$ cat config.mk
export PLATFORM = sky130hd
export DESIGN_NAME = apoh_device_flat
export DESIGN_NICKNAME = d
export VERILOG_FILES = /design/src/inc/apoh_pkg.sv /design/src/inc/apoh_if.sv /design/src/rtl/apoh_device.sv /design/src/rtl/apoh_sync.sv /design/src/flat_wrapper.sv
export SDC_FILE = /design/constraint.sdc
export NUM_CORES = 1
export LEC_CHECK = 0
export ABC_AREA = 1
export BUFFER_PORTS_ARGS = -buffer_cell sky130_fd_sc_hd__buf_2
export CORE_UTILIZATION = 50
export DETAILED_ROUTE_END_ITERATION = 10
export PLACE_DENSITY_LB_ADDON = 0.08
export SYNTH_ARGS = -nofsm -noshare
export SYNTH_HDL_FRONTEND = slang
export SYNTH_SLANG_ARGS = --single-unit
$ cat constraint.sdc
create_clock -name clock -period 3 [get_ports clock]
set_clock_uncertainty 0.15 [all_clocks]
set_input_delay 0.3 -clock clock [delete_from_list [all_inputs] [get_ports clock]]
set_output_delay 0.3 -clock clock [all_outputs]
set_load 0.03 [all_outputs]
$ cat src/inc/apoh_pkg.sv
// Constants, register map and helpers for the add-side overhead insert link
package apoh_pkg;
  localparam int CLK_MHZ  = 250;
  localparam int STUCK_NS = 1000;
  localparam logic [8:0] STUCK_CYC = 9'(STUCK_NS * CLK_MHZ / 1000);
  localparam logic [4:0] SER_DIV = 5'd16;
  localparam logic [2:0] ADD_DIV = 3'd6;
  localparam logic [1:0] SLOT_LAST = 2'd2;
  localparam logic [6:0] COL_LAST = 7'd89;
  localparam logic [3:0] ROW_LAST = 4'd8;
  localparam logic [6:0] POH_STS = 7'd3;
  localparam logic [6:0] POH_TUG = 7'd4;
  localparam logic [3:0] ROW_B3 = 4'd1;
  localparam logic [3:0] ROW_G1 = 4'd3;
  localparam int POH_N = 9;
  localparam logic [6:0] OH_LAST = 7'd71;
  localparam logic [2:0] RING_BITS = 3'd5;
  localparam logic [15:0] TUG3_PTR = 16'h6800;
  localparam logic [14:0] PRBS_SEED = 15'h7FFF;
  localparam logic [7:0] A_CTRL = 8'h00;
  localparam logic [7:0] A_OBIT = 8'h04;
  localparam logic [7:0] A_MASK = 8'h08;
  localparam logic [7:0] A_STAT = 8'h0C;
  localparam logic [7:0] A_IMSK = 8'h10;
  localparam logic [7:0] A_RING = 8'h14;
  localparam logic [7:0] A_CNT  = 8'h18;
  localparam logic [7:0] A_RAM  = 8'h20;
  localparam logic [7:0] A_RAM_END = 8'h44;
  localparam int C_OBIT = 0;
  localparam int C_COPY = 1;
  localparam int C_G1S  = 2;
  localparam int C_TUG3 = 4;
  localparam int C_SAT  = 5;
  localparam int C_HIZ  = 6;
  localparam int C_LLB  = 7;
  localparam int C_FLB  = 8;
  localparam int C_PGEN = 9;
  localparam int C_SLOT = 10;
  localparam int C_OHS  = 16;
  localparam int S_STUCK = 0;
  localparam int S_CONT  = 1;
  localparam int S_PRBS  = 2;

  typedef enum logic [1:0] {
    G1_RAM   = 2'b00,
    G1_PORT  = 2'b01,
    G1_LOCAL = 2'b10,
    G1_RING  = 2'b11
  } apoh_g1src_t;

  // Eight steps of x^15 + x^14 + 1
  function automatic logic [14:0] prbsStep(input logic [14:0] s);
    logic [14:0] t;
    t = s;
    for (int i = 0; i < 8; i++)
      t = {t[13:0], t[14] ^ t[13]};
    return t;
  endfunction
endpackage

$ cat src/inc/apoh_if.sv
// Link between the overhead insert device and the Add bus framer side
`timescale 1ns/100ps
interface apoh_if;
  logic       timingSourceSelect;
  logic       addbusClk;
  logic       addbusFrameStartIn;
  logic       addbusPayloadActiveIn;
  logic       dropbusClk;
  logic       dropbusFrameStart;
  logic       dropbusPayloadActive;
  logic [7:0] addbusData;
  logic       addbusSlotN;
  logic       addbusOddParity;
  logic       outEn;
  logic       txOhPortClkOut;
  logic       txOhPortFramePulse;
  logic       txOhPortDataIn;
  logic       txObitClkOut;
  logic       txObitDataIn;
  logic       ringAlarmClkIn;
  logic       ringAlarmFrameIn;
  logic       ringAlarmDataIn;

  modport dev (
    input  timingSourceSelect, addbusClk, addbusFrameStartIn, addbusPayloadActiveIn,
    input  dropbusClk, dropbusFrameStart, dropbusPayloadActive,
    output addbusData, addbusSlotN, addbusOddParity, outEn,
    output txOhPortClkOut, txOhPortFramePulse, txObitClkOut,
    input  txOhPortDataIn, txObitDataIn,
    input  ringAlarmClkIn, ringAlarmFrameIn, ringAlarmDataIn
  );

  modport far (
    output timingSourceSelect, addbusClk, addbusFrameStartIn, addbusPayloadActiveIn,
    output dropbusClk, dropbusFrameStart, dropbusPayloadActive,
    input  addbusData, addbusSlotN, addbusOddParity, outEn,
    input  txOhPortClkOut, txOhPortFramePulse, txObitClkOut,
    output txOhPortDataIn, txObitDataIn,
    output ringAlarmClkIn, ringAlarmFrameIn, ringAlarmDataIn
  );
endinterface

$ cat src/rtl/apoh_device.sv
// Device end: overhead insertion, Add bus driver and AHB-Lite registers
//
// Register access over AHB-Lite and the register addresses are this design's own decisions.
`timescale 1ns/100ps
module apoh_device
  import apoh_pkg::*;
(
  input  wire logic        clock,
  input  wire logic        reset,
  input  wire logic        hsel,
  input  wire logic [31:0] haddr,
  input  wire logic [1:0]  htrans,
  input  wire logic        hwrite,
  input  wire logic [2:0]  hsize,
  input  wire logic [31:0] hwdata,
  input  wire logic        hready,
  output logic             hreadyout,
  output logic [31:0]      hrdata,
  output logic             hresp,
  apoh_if.dev              link,
  input  wire logic [7:0]  lineIn,
  input  wire logic [7:0]  dropLine,
  output logic [7:0]       lineOut,
  input  wire logic [7:0]  lineRx,
  input  wire logic        lineRxValid,
  input  wire logic [3:0]  localRei,
  input  wire logic        localRdi,
  input  wire logic [2:0]  otherClaim,
  output logic             irq
);
  typedef struct packed {
    logic [31:0]            ctrl;
    logic [1:0]             obit;
    logic [7:0]             b3mask;
    logic [2:0]             stat;
    logic [2:0]             imask;
    logic [POH_N-1:0][7:0]  ram;
    logic [POH_N-1:0][7:0]  ohRx;
    logic [15:0]            cnt;
    logic [31:0]            rdata;
    logic                   aWr;
    logic [7:0]             aAddr;
    logic                   irq;
    logic [4:0]             serDiv;
    logic                   serClk;
    logic [6:0]             bitIdx;
    logic [6:0]             ohSh;
    logic                   ohFrame;
    logic                   obCnt;
    logic                   obSh;
    logic [1:0]             obitRx;
    logic [2:0]             rCnt;
    logic [3:0]             rSh;
    logic [3:0]             rei;
    logic                   rdi;
    logic [8:0]             stuck;
    logic [1:0]             slot;
    logic [6:0]             col;
    logic [3:0]             row;
    logic [7:0]             bip;
    logic [7:0]             b3;
    logic [7:0]             ad;
    logic                   slotN;
    logic                   par;
    logic [14:0]            gen;
    logic [14:0]            ana;
    logic [7:0]             lineOut;
  } apoh_dev_t;

  apoh_dev_t s_reg;
  apoh_dev_t s_next;
  logic [10:0] sq;
  logic [10:0] sr;
  logic [10:0] sf;
  logic        qTsel;
  logic        qAclk;
  logic        qAfs;
  logic        qAspe;
  logic        qDclk;
  logic        qDfs;
  logic        qDspe;
  logic        qOhD;
  logic        qObD;
  logic        qRclk;
  logic        qRfr;
  logic        qRd;

  apoh_sync #(.W(11)) u_sync (
    .clock (clock),
    .reset (reset),
    .d     ({link.timingSourceSelect, link.addbusClk, link.addbusFrameStartIn,
             link.addbusPayloadActiveIn, link.dropbusClk, link.dropbusFrameStart,
             link.dropbusPayloadActive, link.txOhPortDataIn, link.txObitDataIn,
             link.ringAlarmFrameIn, link.ringAlarmDataIn}),
    .q     (sq),
    .rise  (sr),
    .fall  (sf)
  );

  apoh_sync #(.W(1)) u_rsync (
    .clock (clock),
    .reset (reset),
    .d     (link.ringAlarmClkIn),
    .q     (),
    .rise  (qRclk),
    .fall  ()
  );

  assign {qTsel, qAclk, qAfs, qAspe, qDclk, qDfs, qDspe, qOhD, qObD, qRfr, qRd} = sq;

  // ****************************************
  // Next-state logic
  // ****************************************
  always_comb
  begin
    logic        bt;
    logic        fs;
    logic        spe;
    logic        mine;
    logic        rdHit;
    logic [1:0]  ns;
    logic [6:0]  nc;
    logic [6:0]  pc;
    logic [3:0]  nr;
    logic [7:0]  pay;
    logic [7:0]  d;
    logic [14:0] gn;
    logic [14:0] ga;
    logic [2:0]  setS;
    logic [3:0]  ri;
    logic [3:0]  wi;
    logic [15:0] cb;
    logic [31:0] rd;
    bt = qTsel ? sr[9] : sr[6];
    fs = qTsel ? qAfs : qDfs;
    spe = qTsel ? qAspe : qDspe;
    ns = s_reg.slot;
    nc = s_reg.col;
    nr = s_reg.row;
    mine = 1'b0;
    pc = s_reg.ctrl[C_TUG3] ? POH_TUG : POH_STS;
    gn = prbsStep(s_reg.gen);
    ga = prbsStep(s_reg.ana);
    pay = s_reg.ctrl[C_FLB] ? dropLine : lineIn;
    d = 8'h00;
    setS = 3'b000;
    rdHit = 1'b0;
    ri = 4'(haddr[7:0] - A_RAM >> 2);
    wi = 4'(s_reg.aAddr - A_RAM >> 2);
    rd = 32'h0000_0000;
    s_next = s_reg;
    if (s_reg.ctrl[C_PGEN])
      pay = gn[7:0];
    // Byte position on the selected bus timing
    if (fs)
    begin
      ns = 2'd0;
      nc = 7'd0;
      nr = 4'd0;
    end
    else if (s_reg.slot == SLOT_LAST)
    begin
      ns = 2'd0;
      nc = (s_reg.col == COL_LAST) ? 7'd0 : s_reg.col + 7'd1;
      if (s_reg.col == COL_LAST)
        nr = (s_reg.row == ROW_LAST) ? 4'd0 : s_reg.row + 4'd1;
    end
    else
      ns = s_reg.slot + 2'd1;
    mine = spe && ns == s_reg.ctrl[C_SLOT+:2];
    if (s_reg.ctrl[C_TUG3] && nc == POH_STS)
      d = (nr == 4'd0) ? TUG3_PTR[15:8] : (nr == 4'd1) ? TUG3_PTR[7:0] : 8'h00;
    else if (nc == pc && nr == ROW_B3)
      d = s_reg.b3 ^ s_reg.b3mask;
    else if (nc == pc && nr == ROW_G1)
    begin
      unique case (apoh_g1src_t'(s_reg.ctrl[C_G1S+:2]))
        G1_RAM:   d = s_reg.ram[ROW_G1];
        G1_PORT:  d = s_reg.ohRx[ROW_G1];
        G1_LOCAL: d = {localRei, localRdi, 3'b000};
        G1_RING:  d = {s_reg.rei, s_reg.rdi, 3'b000};
      endcase
    end
    else if (nc == pc)
      d = s_reg.ctrl[C_OHS + int'(nr)] ? s_reg.ohRx[nr] : s_reg.ram[nr];
    else if (nc == pc + 7'd1 && nr == 4'd0)
      d = {pay[7:2], s_reg.ctrl[C_OBIT] ? s_reg.obitRx : s_reg.obit};
    else
      d = pay;
    if (bt)
    begin
      s_next.slot = ns;
      s_next.col = nc;
      s_next.row = nr;
      s_next.ad = d;
      s_next.slotN = !mine;
      s_next.par = ~^d;
      s_next.bip = (fs ? 8'h00 : s_reg.bip) ^ (mine ? d : 8'h00);
      if (fs)
        s_next.b3 = s_reg.bip;
      if (mine && s_reg.ctrl[C_PGEN])
        s_next.gen = gn;
      if (mine && otherClaim[s_reg.ctrl[C_SLOT+:2]])
        setS[S_CONT] = 1'b1;
    end
    // Stuck Add bus clock watch
    if (sr[9] || sf[9])
      s_next.stuck = 9'd0;
    else if (s_reg.stuck != STUCK_CYC)
      s_next.stuck = s_reg.stuck + 9'd1;
    if (qTsel && s_reg.stuck == STUCK_CYC)
      setS[S_STUCK] = 1'b1;
    // Serial overhead and O-bit ports on one divided clock
    s_next.serDiv = (s_reg.serDiv == SER_DIV - 5'd1) ? 5'd0 : s_reg.serDiv + 5'd1;
    if (s_reg.serDiv == SER_DIV - 5'd1)
    begin
      s_next.serClk = ~s_reg.serClk;
      if (!s_reg.serClk)
      begin
        s_next.ohSh = {s_reg.ohSh[5:0], qOhD};
        if (s_reg.bitIdx[2:0] == 3'd7)
          s_next.ohRx[s_reg.bitIdx[6:3]] = {s_reg.ohSh, qOhD};
        s_next.bitIdx = (s_reg.bitIdx == OH_LAST) ? 7'd0 : s_reg.bitIdx + 7'd1;
        s_next.ohFrame = s_reg.bitIdx == OH_LAST;
        s_next.obCnt = ~s_reg.obCnt;
        s_next.obSh = qObD;
        if (s_reg.obCnt)
          s_next.obitRx = {s_reg.obSh, qObD};
      end
    end
    // Ring alarm port
    if (qRclk)
    begin
      if (qRfr)
      begin
        s_next.rCnt = 3'd1;
        s_next.rSh = {3'b000, qRd};
      end
      else if (s_reg.rCnt < RING_BITS - 3'd1)
      begin
        s_next.rCnt = s_reg.rCnt + 3'd1;
        s_next.rSh = {s_reg.rSh[2:0], qRd};
      end
      else if (s_reg.rCnt == RING_BITS - 3'd1)
      begin
        s_next.rCnt = RING_BITS;
        s_next.rei = s_reg.rSh;
        s_next.rdi = qRd;
      end
    end
    // Copy sent port bytes into RAM
    if (bt && mine && s_reg.ctrl[C_COPY] && nc == pc && nr != ROW_B3
        && s_reg.ctrl[C_OHS + int'(nr)])
      s_next.ram[nr] = s_reg.ohRx[nr];
    // ****************************************
    // AHB-Lite slave
    // ****************************************
    if (hsel && htrans[1] && hready)
    begin
      s_next.aWr = hwrite;
      s_next.aAddr = haddr[7:0];
      unique case (haddr[7:0])
        A_CTRL: rd = s_reg.ctrl;
        A_OBIT: rd = {30'h0, s_reg.obitRx};
        A_MASK: rd = {24'h0, s_reg.b3mask};
        A_STAT: rd = {29'h0, s_reg.stat};
        A_IMSK: rd = {29'h0, s_reg.imask};
        A_RING: rd = {27'h0, s_reg.rei, s_reg.rdi};
        A_CNT:  rd = {16'h0, s_reg.cnt};
        default:
          if (haddr[7:0] >= A_RAM && haddr[7:0] < A_RAM_END)
            rd = {24'h0, s_reg.ram[ri]};
      endcase
      s_next.rdata = rd;
      rdHit = !hwrite && haddr[7:0] == A_CNT;
    end
    else
      s_next.aWr = 1'b0;
    if (s_reg.aWr)
    begin
      unique case (s_reg.aAddr)
        A_CTRL: s_next.ctrl = hwdata;
        A_OBIT: s_next.obit = hwdata[1:0];
        A_MASK: s_next.b3mask = hwdata[7:0];
        A_STAT: s_next.stat = s_reg.stat & ~hwdata[2:0];
        A_IMSK: s_next.imask = hwdata[2:0];
        default:
          if (s_reg.aAddr >= A_RAM && s_reg.aAddr < A_RAM_END)
            s_next.ram[wi] = hwdata[7:0];
      endcase
    end
    // PRBS analyzer and its error counter
    cb = (rdHit && s_reg.ctrl[C_SAT]) ? 16'h0000 : s_reg.cnt;
    s_next.cnt = cb;
    if (lineRxValid)
    begin
      s_next.ana = ga;
      if (lineRx != ga[7:0])
      begin
        setS[S_PRBS] = 1'b1;
        if (!(s_reg.ctrl[C_SAT] && cb == 16'hFFFF))
          s_next.cnt = cb + 16'h0001;
      end
    end
    s_next.stat = s_next.stat | setS;
    s_next.irq = |(s_reg.stat & s_reg.imask);
    s_next.lineOut = s_reg.ctrl[C_LLB] ? lineIn : dropLine;
  end

  always_ff @(posedge clock)
  begin
    if (reset)
    begin
      s_reg <= '0;
      s_reg.serClk <= 1'b1;
      s_reg.ohFrame <= 1'b1;
      s_reg.slotN <= 1'b1;
      s_reg.par <= 1'b1;
      s_reg.gen <= PRBS_SEED;
      s_reg.ana <= PRBS_SEED;
    end
    else
      s_reg <= s_next;
  end

  assign hreadyout = 1'b1;
  assign hresp = 1'b0;
  assign hrdata = s_reg.rdata;
  assign irq = s_reg.irq;
  assign lineOut = s_reg.lineOut;
  assign link.addbusData = s_reg.ad;
  assign link.addbusSlotN = s_reg.slotN;
  assign link.addbusOddParity = s_reg.par;
  assign link.outEn = !s_reg.ctrl[C_HIZ];
  assign link.txOhPortClkOut = s_reg.serClk;
  assign link.txOhPortFramePulse = s_reg.ohFrame;
  assign link.txObitClkOut = s_reg.serClk;
endmodule

$ cat src/rtl/apoh_sync.sv
// Two-stage synchroniser with edge detect on the settled level
`timescale 1ns/100ps
module apoh_sync #(
  parameter int W = 1
) (
  input  wire logic         clock,
  input  wire logic         reset,
  input  wire logic [W-1:0] d,
  output logic      [W-1:0] q,
  output logic      [W-1:0] rise,
  output logic      [W-1:0] fall
);
  typedef struct packed {
    logic [W-1:0] meta;
    logic [W-1:0] lvl;
    logic [W-1:0] prev;
  } apoh_sync_t;

  apoh_sync_t s_reg;
  apoh_sync_t s_next;

  always_comb
  begin
    s_next.meta = d;
    s_next.lvl  = s_reg.meta;
    s_next.prev = s_reg.lvl;
  end

  always_ff @(posedge clock)
  begin
    if (reset)
      s_reg <= '0;
    else
      s_reg <= s_next;
  end

  assign q    = s_reg.lvl;
  assign rise = s_reg.lvl & ~s_reg.prev;
  assign fall = ~s_reg.lvl & s_reg.prev;
endmodule

$ cat src/flat_wrapper.sv
// flat-port wrapper written by rule: the top's interface ports become plain ports
module apoh_device_flat import apoh_pkg::*;
  (clock, reset, hsel, haddr, htrans, hwrite, hsize, hwdata, hready, hreadyout, hrdata, hresp, lineIn, dropLine, lineOut, lineRx, lineRxValid, localRei, localRdi, otherClaim, irq, link_timingSourceSelect, link_addbusClk, link_addbusFrameStartIn, link_addbusPayloadActiveIn, link_dropbusClk, link_dropbusFrameStart, link_dropbusPayloadActive, link_addbusData, link_addbusSlotN, link_addbusOddParity, link_outEn, link_txOhPortClkOut, link_txOhPortFramePulse, link_txObitClkOut, link_txOhPortDataIn, link_txObitDataIn, link_ringAlarmClkIn, link_ringAlarmFrameIn, link_ringAlarmDataIn);
  apoh_if link_i ();
  input  wire logic clock;
  input  wire logic reset;
  input  wire logic hsel;
  input  wire logic [31:0] haddr;
  input  wire logic [1:0] htrans;
  input  wire logic hwrite;
  input  wire logic [2:0] hsize;
  input  wire logic [31:0] hwdata;
  input  wire logic hready;
  output logic hreadyout;
  output logic [31:0] hrdata;
  output logic hresp;
  input  wire logic [7:0] lineIn;
  input  wire logic [7:0] dropLine;
  output logic [7:0] lineOut;
  input  wire logic [7:0] lineRx;
  input  wire logic lineRxValid;
  input  wire logic [3:0] localRei;
  input  wire logic localRdi;
  input  wire logic [2:0] otherClaim;
  output logic irq;
  input wire logic [$bits(link_i.timingSourceSelect)-1:0] link_timingSourceSelect;
  input wire logic [$bits(link_i.addbusClk)-1:0] link_addbusClk;
  input wire logic [$bits(link_i.addbusFrameStartIn)-1:0] link_addbusFrameStartIn;
  input wire logic [$bits(link_i.addbusPayloadActiveIn)-1:0] link_addbusPayloadActiveIn;
  input wire logic [$bits(link_i.dropbusClk)-1:0] link_dropbusClk;
  input wire logic [$bits(link_i.dropbusFrameStart)-1:0] link_dropbusFrameStart;
  input wire logic [$bits(link_i.dropbusPayloadActive)-1:0] link_dropbusPayloadActive;
  output wire logic [$bits(link_i.addbusData)-1:0] link_addbusData;
  output wire logic [$bits(link_i.addbusSlotN)-1:0] link_addbusSlotN;
  output wire logic [$bits(link_i.addbusOddParity)-1:0] link_addbusOddParity;
  output wire logic [$bits(link_i.outEn)-1:0] link_outEn;
  output wire logic [$bits(link_i.txOhPortClkOut)-1:0] link_txOhPortClkOut;
  output wire logic [$bits(link_i.txOhPortFramePulse)-1:0] link_txOhPortFramePulse;
  output wire logic [$bits(link_i.txObitClkOut)-1:0] link_txObitClkOut;
  input wire logic [$bits(link_i.txOhPortDataIn)-1:0] link_txOhPortDataIn;
  input wire logic [$bits(link_i.txObitDataIn)-1:0] link_txObitDataIn;
  input wire logic [$bits(link_i.ringAlarmClkIn)-1:0] link_ringAlarmClkIn;
  input wire logic [$bits(link_i.ringAlarmFrameIn)-1:0] link_ringAlarmFrameIn;
  input wire logic [$bits(link_i.ringAlarmDataIn)-1:0] link_ringAlarmDataIn;
  assign link_i.timingSourceSelect = link_timingSourceSelect;
  assign link_i.addbusClk = link_addbusClk;
  assign link_i.addbusFrameStartIn = link_addbusFrameStartIn;
  assign link_i.addbusPayloadActiveIn = link_addbusPayloadActiveIn;
  assign link_i.dropbusClk = link_dropbusClk;
  assign link_i.dropbusFrameStart = link_dropbusFrameStart;
  assign link_i.dropbusPayloadActive = link_dropbusPayloadActive;
  assign link_addbusData = link_i.addbusData;
  assign link_addbusSlotN = link_i.addbusSlotN;
  assign link_addbusOddParity = link_i.addbusOddParity;
  assign link_outEn = link_i.outEn;
  assign link_txOhPortClkOut = link_i.txOhPortClkOut;
  assign link_txOhPortFramePulse = link_i.txOhPortFramePulse;
  assign link_txObitClkOut = link_i.txObitClkOut;
  assign link_i.txOhPortDataIn = link_txOhPortDataIn;
  assign link_i.txObitDataIn = link_txObitDataIn;
  assign link_i.ringAlarmClkIn = link_ringAlarmClkIn;
  assign link_i.ringAlarmFrameIn = link_ringAlarmFrameIn;
  assign link_i.ringAlarmDataIn = link_ringAlarmDataIn;
  apoh_device u_core (.clock(clock), .reset(reset), .hsel(hsel), .haddr(haddr), .htrans(htrans), .hwrite(hwrite), .hsize(hsize), .hwdata(hwdata), .hready(hready), .hreadyout(hreadyout), .hrdata(hrdata), .hresp(hresp), .link(link_i), .lineIn(lineIn), .dropLine(dropLine), .lineOut(lineOut), .lineRx(lineRx), .lineRxValid(lineRxValid), .localRei(localRei), .localRdi(localRdi), .otherClaim(otherClaim), .irq(irq));
endmodule
==> results.env <==
PWR_DENSITY_CELL_nW_PER_UM2=511
DIE_HEIGHT_UM=201
GRT_USAGE_PCT=33.7
MAPPEDNETLISTAREA_SQ_UM=19700
NUMBER_OF_FLIP_FLOPS_AND_LATCHES_IN_THE_SYNTHESIZED_NETLIST=400
MAXCLOCKFREQUENCY_MHz=312
RSZ0062_AT_GRT='yes'
DRC_ERRORS=0
SLOWEST_DELAY_PS=320
WORST_HOLD_SLACK_PS=37.0
FILLER_CELL_COUNT=3517
PRE_CTS_SLACK_PS=-341
WORST_SLACK_PS=-201
VIA_COUNT=20900
CTS_INSERTED_BUFFERS=46
VIOLATED_CHECKS='negative setup slack'
CRITICAL_PATH.STARTPOINT_TYPE='register'
POSTROUTEWIRELENGTH_MM=69.6
NNETSFINAL=3329
CLK_TRANSITION_REPORTED_PATHS_PS=60
DIE_W_UM=201
YOSYSWARNINGS=0
MIN-DELAY-PATH-CLASS='primary input to register'
IRDROPWORSTVDD_uV=672
POST_SYNTH.CELL_AREA_AVG_SQ_UM=6.84
FIRSTDRTPASSITERS=6
CTS_NUM_SINKS=400
YS.FLOP_TYPE='sky130_fd_sc_hd__dfxtp_1'
ASYNC_SR_FLOP_FRACTION_PCT=0
IO_PINS=176
CRIT_ARRIVAL_PS=3540
GP_CONGESTION=0.990
CRITPATHBUFINV=4
SETUP_VIOL=77
POWER.INTERNAL_uW=9390
COMB_POWER_SHARE_PCT=12.5
NUMBER_OF_FLOPS_MAPPED_TO_ENABLE_CELLS_BY_YOSYS=0
WORST_SETUP_PATH_END_KIND='register'
DETAIL_ROUTE.VIAS_PER_CELL=5.57
GRT_START_MAX_NET_PINS=92
CLOCK_LATENCY_PS=610
GRT.OVERFLOW.TOTAL=0
YOSYSSEQAREASHARE_PCT=40.6
CP_MAX_FO=5
CRITICAL-PATH-SLOWEST-CELL='sky130_fd_sc_hd__dfxtp_2'
SYNTH_CELL_TYPES=45
DRTITER0DRC=2005
FINAL_HOLD_VIOL_COUNT=0
AREA_GROWTH_SYN_TO_LAYOUT_PCT=27.0
TIGHTEST_SLEW_MARGIN_RELATIVE_TO_THE_LIMIT_PCT=46.6
CTS.ROOT.BUFFER_CELL='sky130_fd_sc_hd__clkbuf_16'
NETSWITCHINGPOWER_uW=3400
DETAILED_PLACE_HPWL_MM=48.9
INITIAL_CORE_UTIL_PCT=50.9
POWER.LEAKAGE_uW=0.0112
CTS_BUFFER_DEPTH=3
ROW_COUNT=72
PATH_COMMON_CELL='sky130_fd_sc_hd__nand2_1'
SWITCHING_SHARE_PCT=26.6
FIRST_GLOBAL_VIAS=19400
CRITPATHKIND='register to register'
CRITICAL_PATH_REQUIRED_PS=3340
PORT_BUFFERS=145
ROUTEDWLPERCELL_UM=18.6
HTREEDEPTH=2
SYNTHESIS.NETS=3013
WORSTMARGINPINSLEW_PS=799
CLOCK_POWER_SHARE_PCT=44.7
FINALMAXSLEWVIOLATIONS=0
DRIVE_ABOVE_1_SHARE_PCT=18.3
GRT_ANTENNA_BEFORE_REPAIR=0
FIN_CRIT_SH_PCT=107
FLOORPLAN.DIE_AREA_SQ_UM=40200
CLOCK_TREE_FROM_TRITONCTS='yes'
DRV_CAP=0
ANT_NETS=0
ANTENNADIODECOUNT=0
FINAL_PERIOD_MINUS_WORST_SETUP_SLACK_PS=3200
FLOORPLAN.CORE_AREA_SQ_UM=38700
GRT_PASS1_WL_MM=108
RUN_STATUS='complete, but fails checks'
LARGEST_REGISTER_FFS=320
TIMING.CRITICAL_PATH.MAX_DELAY_FAMILY='simple AND/OR/NAND/NOR gates'
INSTANCE_COUNT_OF_THE_MAPPED_NETLIST=2880
PORTION_OF_TOTAL_POWER_ATTRIBUTED_TO_SEQUENTIAL_CELLS_PCT=42.8
[per-stage QoR]
step                      util [%]  std cells  TNS [ps]  cell area (sq um)  power [uW]
after floorplan                  -       2880     -29.7              19700        6380
after global placement        57.2       3582    -10660              22200        6950
after detailed placement      57.2       3582    -15390              22200        6970
after CTS                     63.4       3734     -5590              24600       12700
after global routing          64.6       3747    -24870              25000       13200
final                         64.6       3747     -6270              25000       12800
[area by class of cell]
type	count	area [sq um]	share of cell area [%]
Multi-Input combinational cell	1936	9950	39.7
Sequential cell	400	8010	32.0
Timing Repair Buffer	455	3540	14.1
Inverter	357	1350	5.41
Clock buffer	64	1320	5.27
Tap cell	518	648	2.59
Clock inverter	17	215	0.860
[power groups by stage]
| stage | sequential, uW | combinational [uW] | clock [uW] |
|---|---|---|---|
| floorplan | 5580 | 800 | 0 |
| global placement | 5590 | 1370 | 0 |
| detailed placement | 5590 | 1380 | 0 |
| CTS | 5470 | 1490 | 5780 |
| global route | 5480 | 1730 | 6010 |
| finish | 5480 | 1590 | 5720 |
[Yosys cell counts (all sizes together) (2+ instances only)]
master	number	area, sq um
a41oi	8	70.1
a221oi	8	70.1
nand4	35	219
o221ai	7	61.3
o211ai	67	503
buf	65	444
o21ai	385	1930
clkinv	12	45.0
a21boi	2	15.0
xor2	18	158
a21oi	309	1550
nor3	36	191
xnor2	21	184
a211oi	16	120
nor3b	4	30.0
a22oi	11	82.6
o21a	2	15.0
and3	8	50.1
o22ai	40	250
dfxtp	400	8010
nor2	210	798
nand3	102	526
clkbuf	122	458
nor4	10	62.6
or2	4	25.0
o31ai	2	15.0
ha	14	175
conb	2	7.51
inv	345	1300
nand2	606	2290
a31oi	4	25.0
[routing by layer]
layer	routed length, um	track usage, %	vias up
met4	2390	11.6	0
met3	5590	6.20	159
met5	0	0	-
met2	31200	53.8	823
li1	-	-	10200
met1	30400	45.7	9721
[worst reg2reg max path: cells and delay by family, from the launching register on]
kind	cells	cell delay (ps)
buf+inv	4	540
compound gates	1	90
simple gates	22	1900
fa+ha+maj	1	140
flops	1	320
[placed cells by master (no fill, tap or decap), types with 9 or more instances in the layout]
cell type and instances:
sky130_fd_sc_hd__nand2_1 569, sky130_fd_sc_hd__dfxtp_1 398, sky130_fd_sc_hd__o21ai_0 355, sky130_fd_sc_hd__inv_1 332, sky130_fd_sc_hd__a21oi_1 301, sky130_fd_sc_hd__buf_4 213
sky130_fd_sc_hd__nor2_1 178, sky130_fd_sc_hd__buf_2 144, sky130_fd_sc_hd__nand3_1 81, sky130_fd_sc_hd__o211ai_1 67, sky130_fd_sc_hd__dlygate4sd3_1 65, sky130_fd_sc_hd__clkbuf_16 46
sky130_fd_sc_hd__o22ai_1 40, sky130_fd_sc_hd__nand4_1 35, sky130_fd_sc_hd__nor3_1 30, sky130_fd_sc_hd__nand2_2 28, sky130_fd_sc_hd__o21ai_1 27, sky130_fd_sc_hd__nor2_2 22
sky130_fd_sc_hd__buf_12 22, sky130_fd_sc_hd__xnor2_1 21, sky130_fd_sc_hd__xor2_1 18, sky130_fd_sc_hd__nand3_2 17, sky130_fd_sc_hd__a211oi_1 16, sky130_fd_sc_hd__ha_1 14
sky130_fd_sc_hd__clkinv_1 13, sky130_fd_sc_hd__a22oi_1 11, sky130_fd_sc_hd__nor2_4 10, sky130_fd_sc_hd__clkbuf_8 10, sky130_fd_sc_hd__nand2_4 9, sky130_fd_sc_hd__buf_6 9
[cell families (layout without fill, tap and decap cells)]
| family | count (synthesis) | after routing | share of synthesized area, % |
|---|---|---|---|
| simple gates | 1016 | 1016 | 21.3 |
| compound gates | 865 | 865 | 24.0 |
| buf+inv | 544 | 893 | 11.4 |
| flops | 400 | 400 | 40.6 |
| xor+xnor | 39 | 39 | 1.73 |
| fa+ha+maj | 14 | 14 | 0.889 |
| other cells | 2 | 2 | 0.0381 |
[worst paths after layout]
path                                          startpoint                          end  slack (ps)  depth (start not counted)
worst max-delay path                    u_core.s_reg[69]  u_core.link.addbusOddParity        -200                         28
worst min-delay path                            haddr[2]            u_core.s_reg[126]          40                          4
worst max register to register          u_core.s_reg[69]  u_core.link.addbusOddParity        -200                         28
worst min register to register  u_core.u_rsync.s_next[1]             u_core.u_rsync.q         250                          2
[what timing repair did]
item	CTS	global route
setup endpoints to repair	81	93
gates resized for setup	57	101
pin swaps	4	22
endpoints found under the hold margin	88	0
gates cloned	1	1
setup buffers	5	12
hold buffers	65	0
Power figures use the tool's default switching activity.
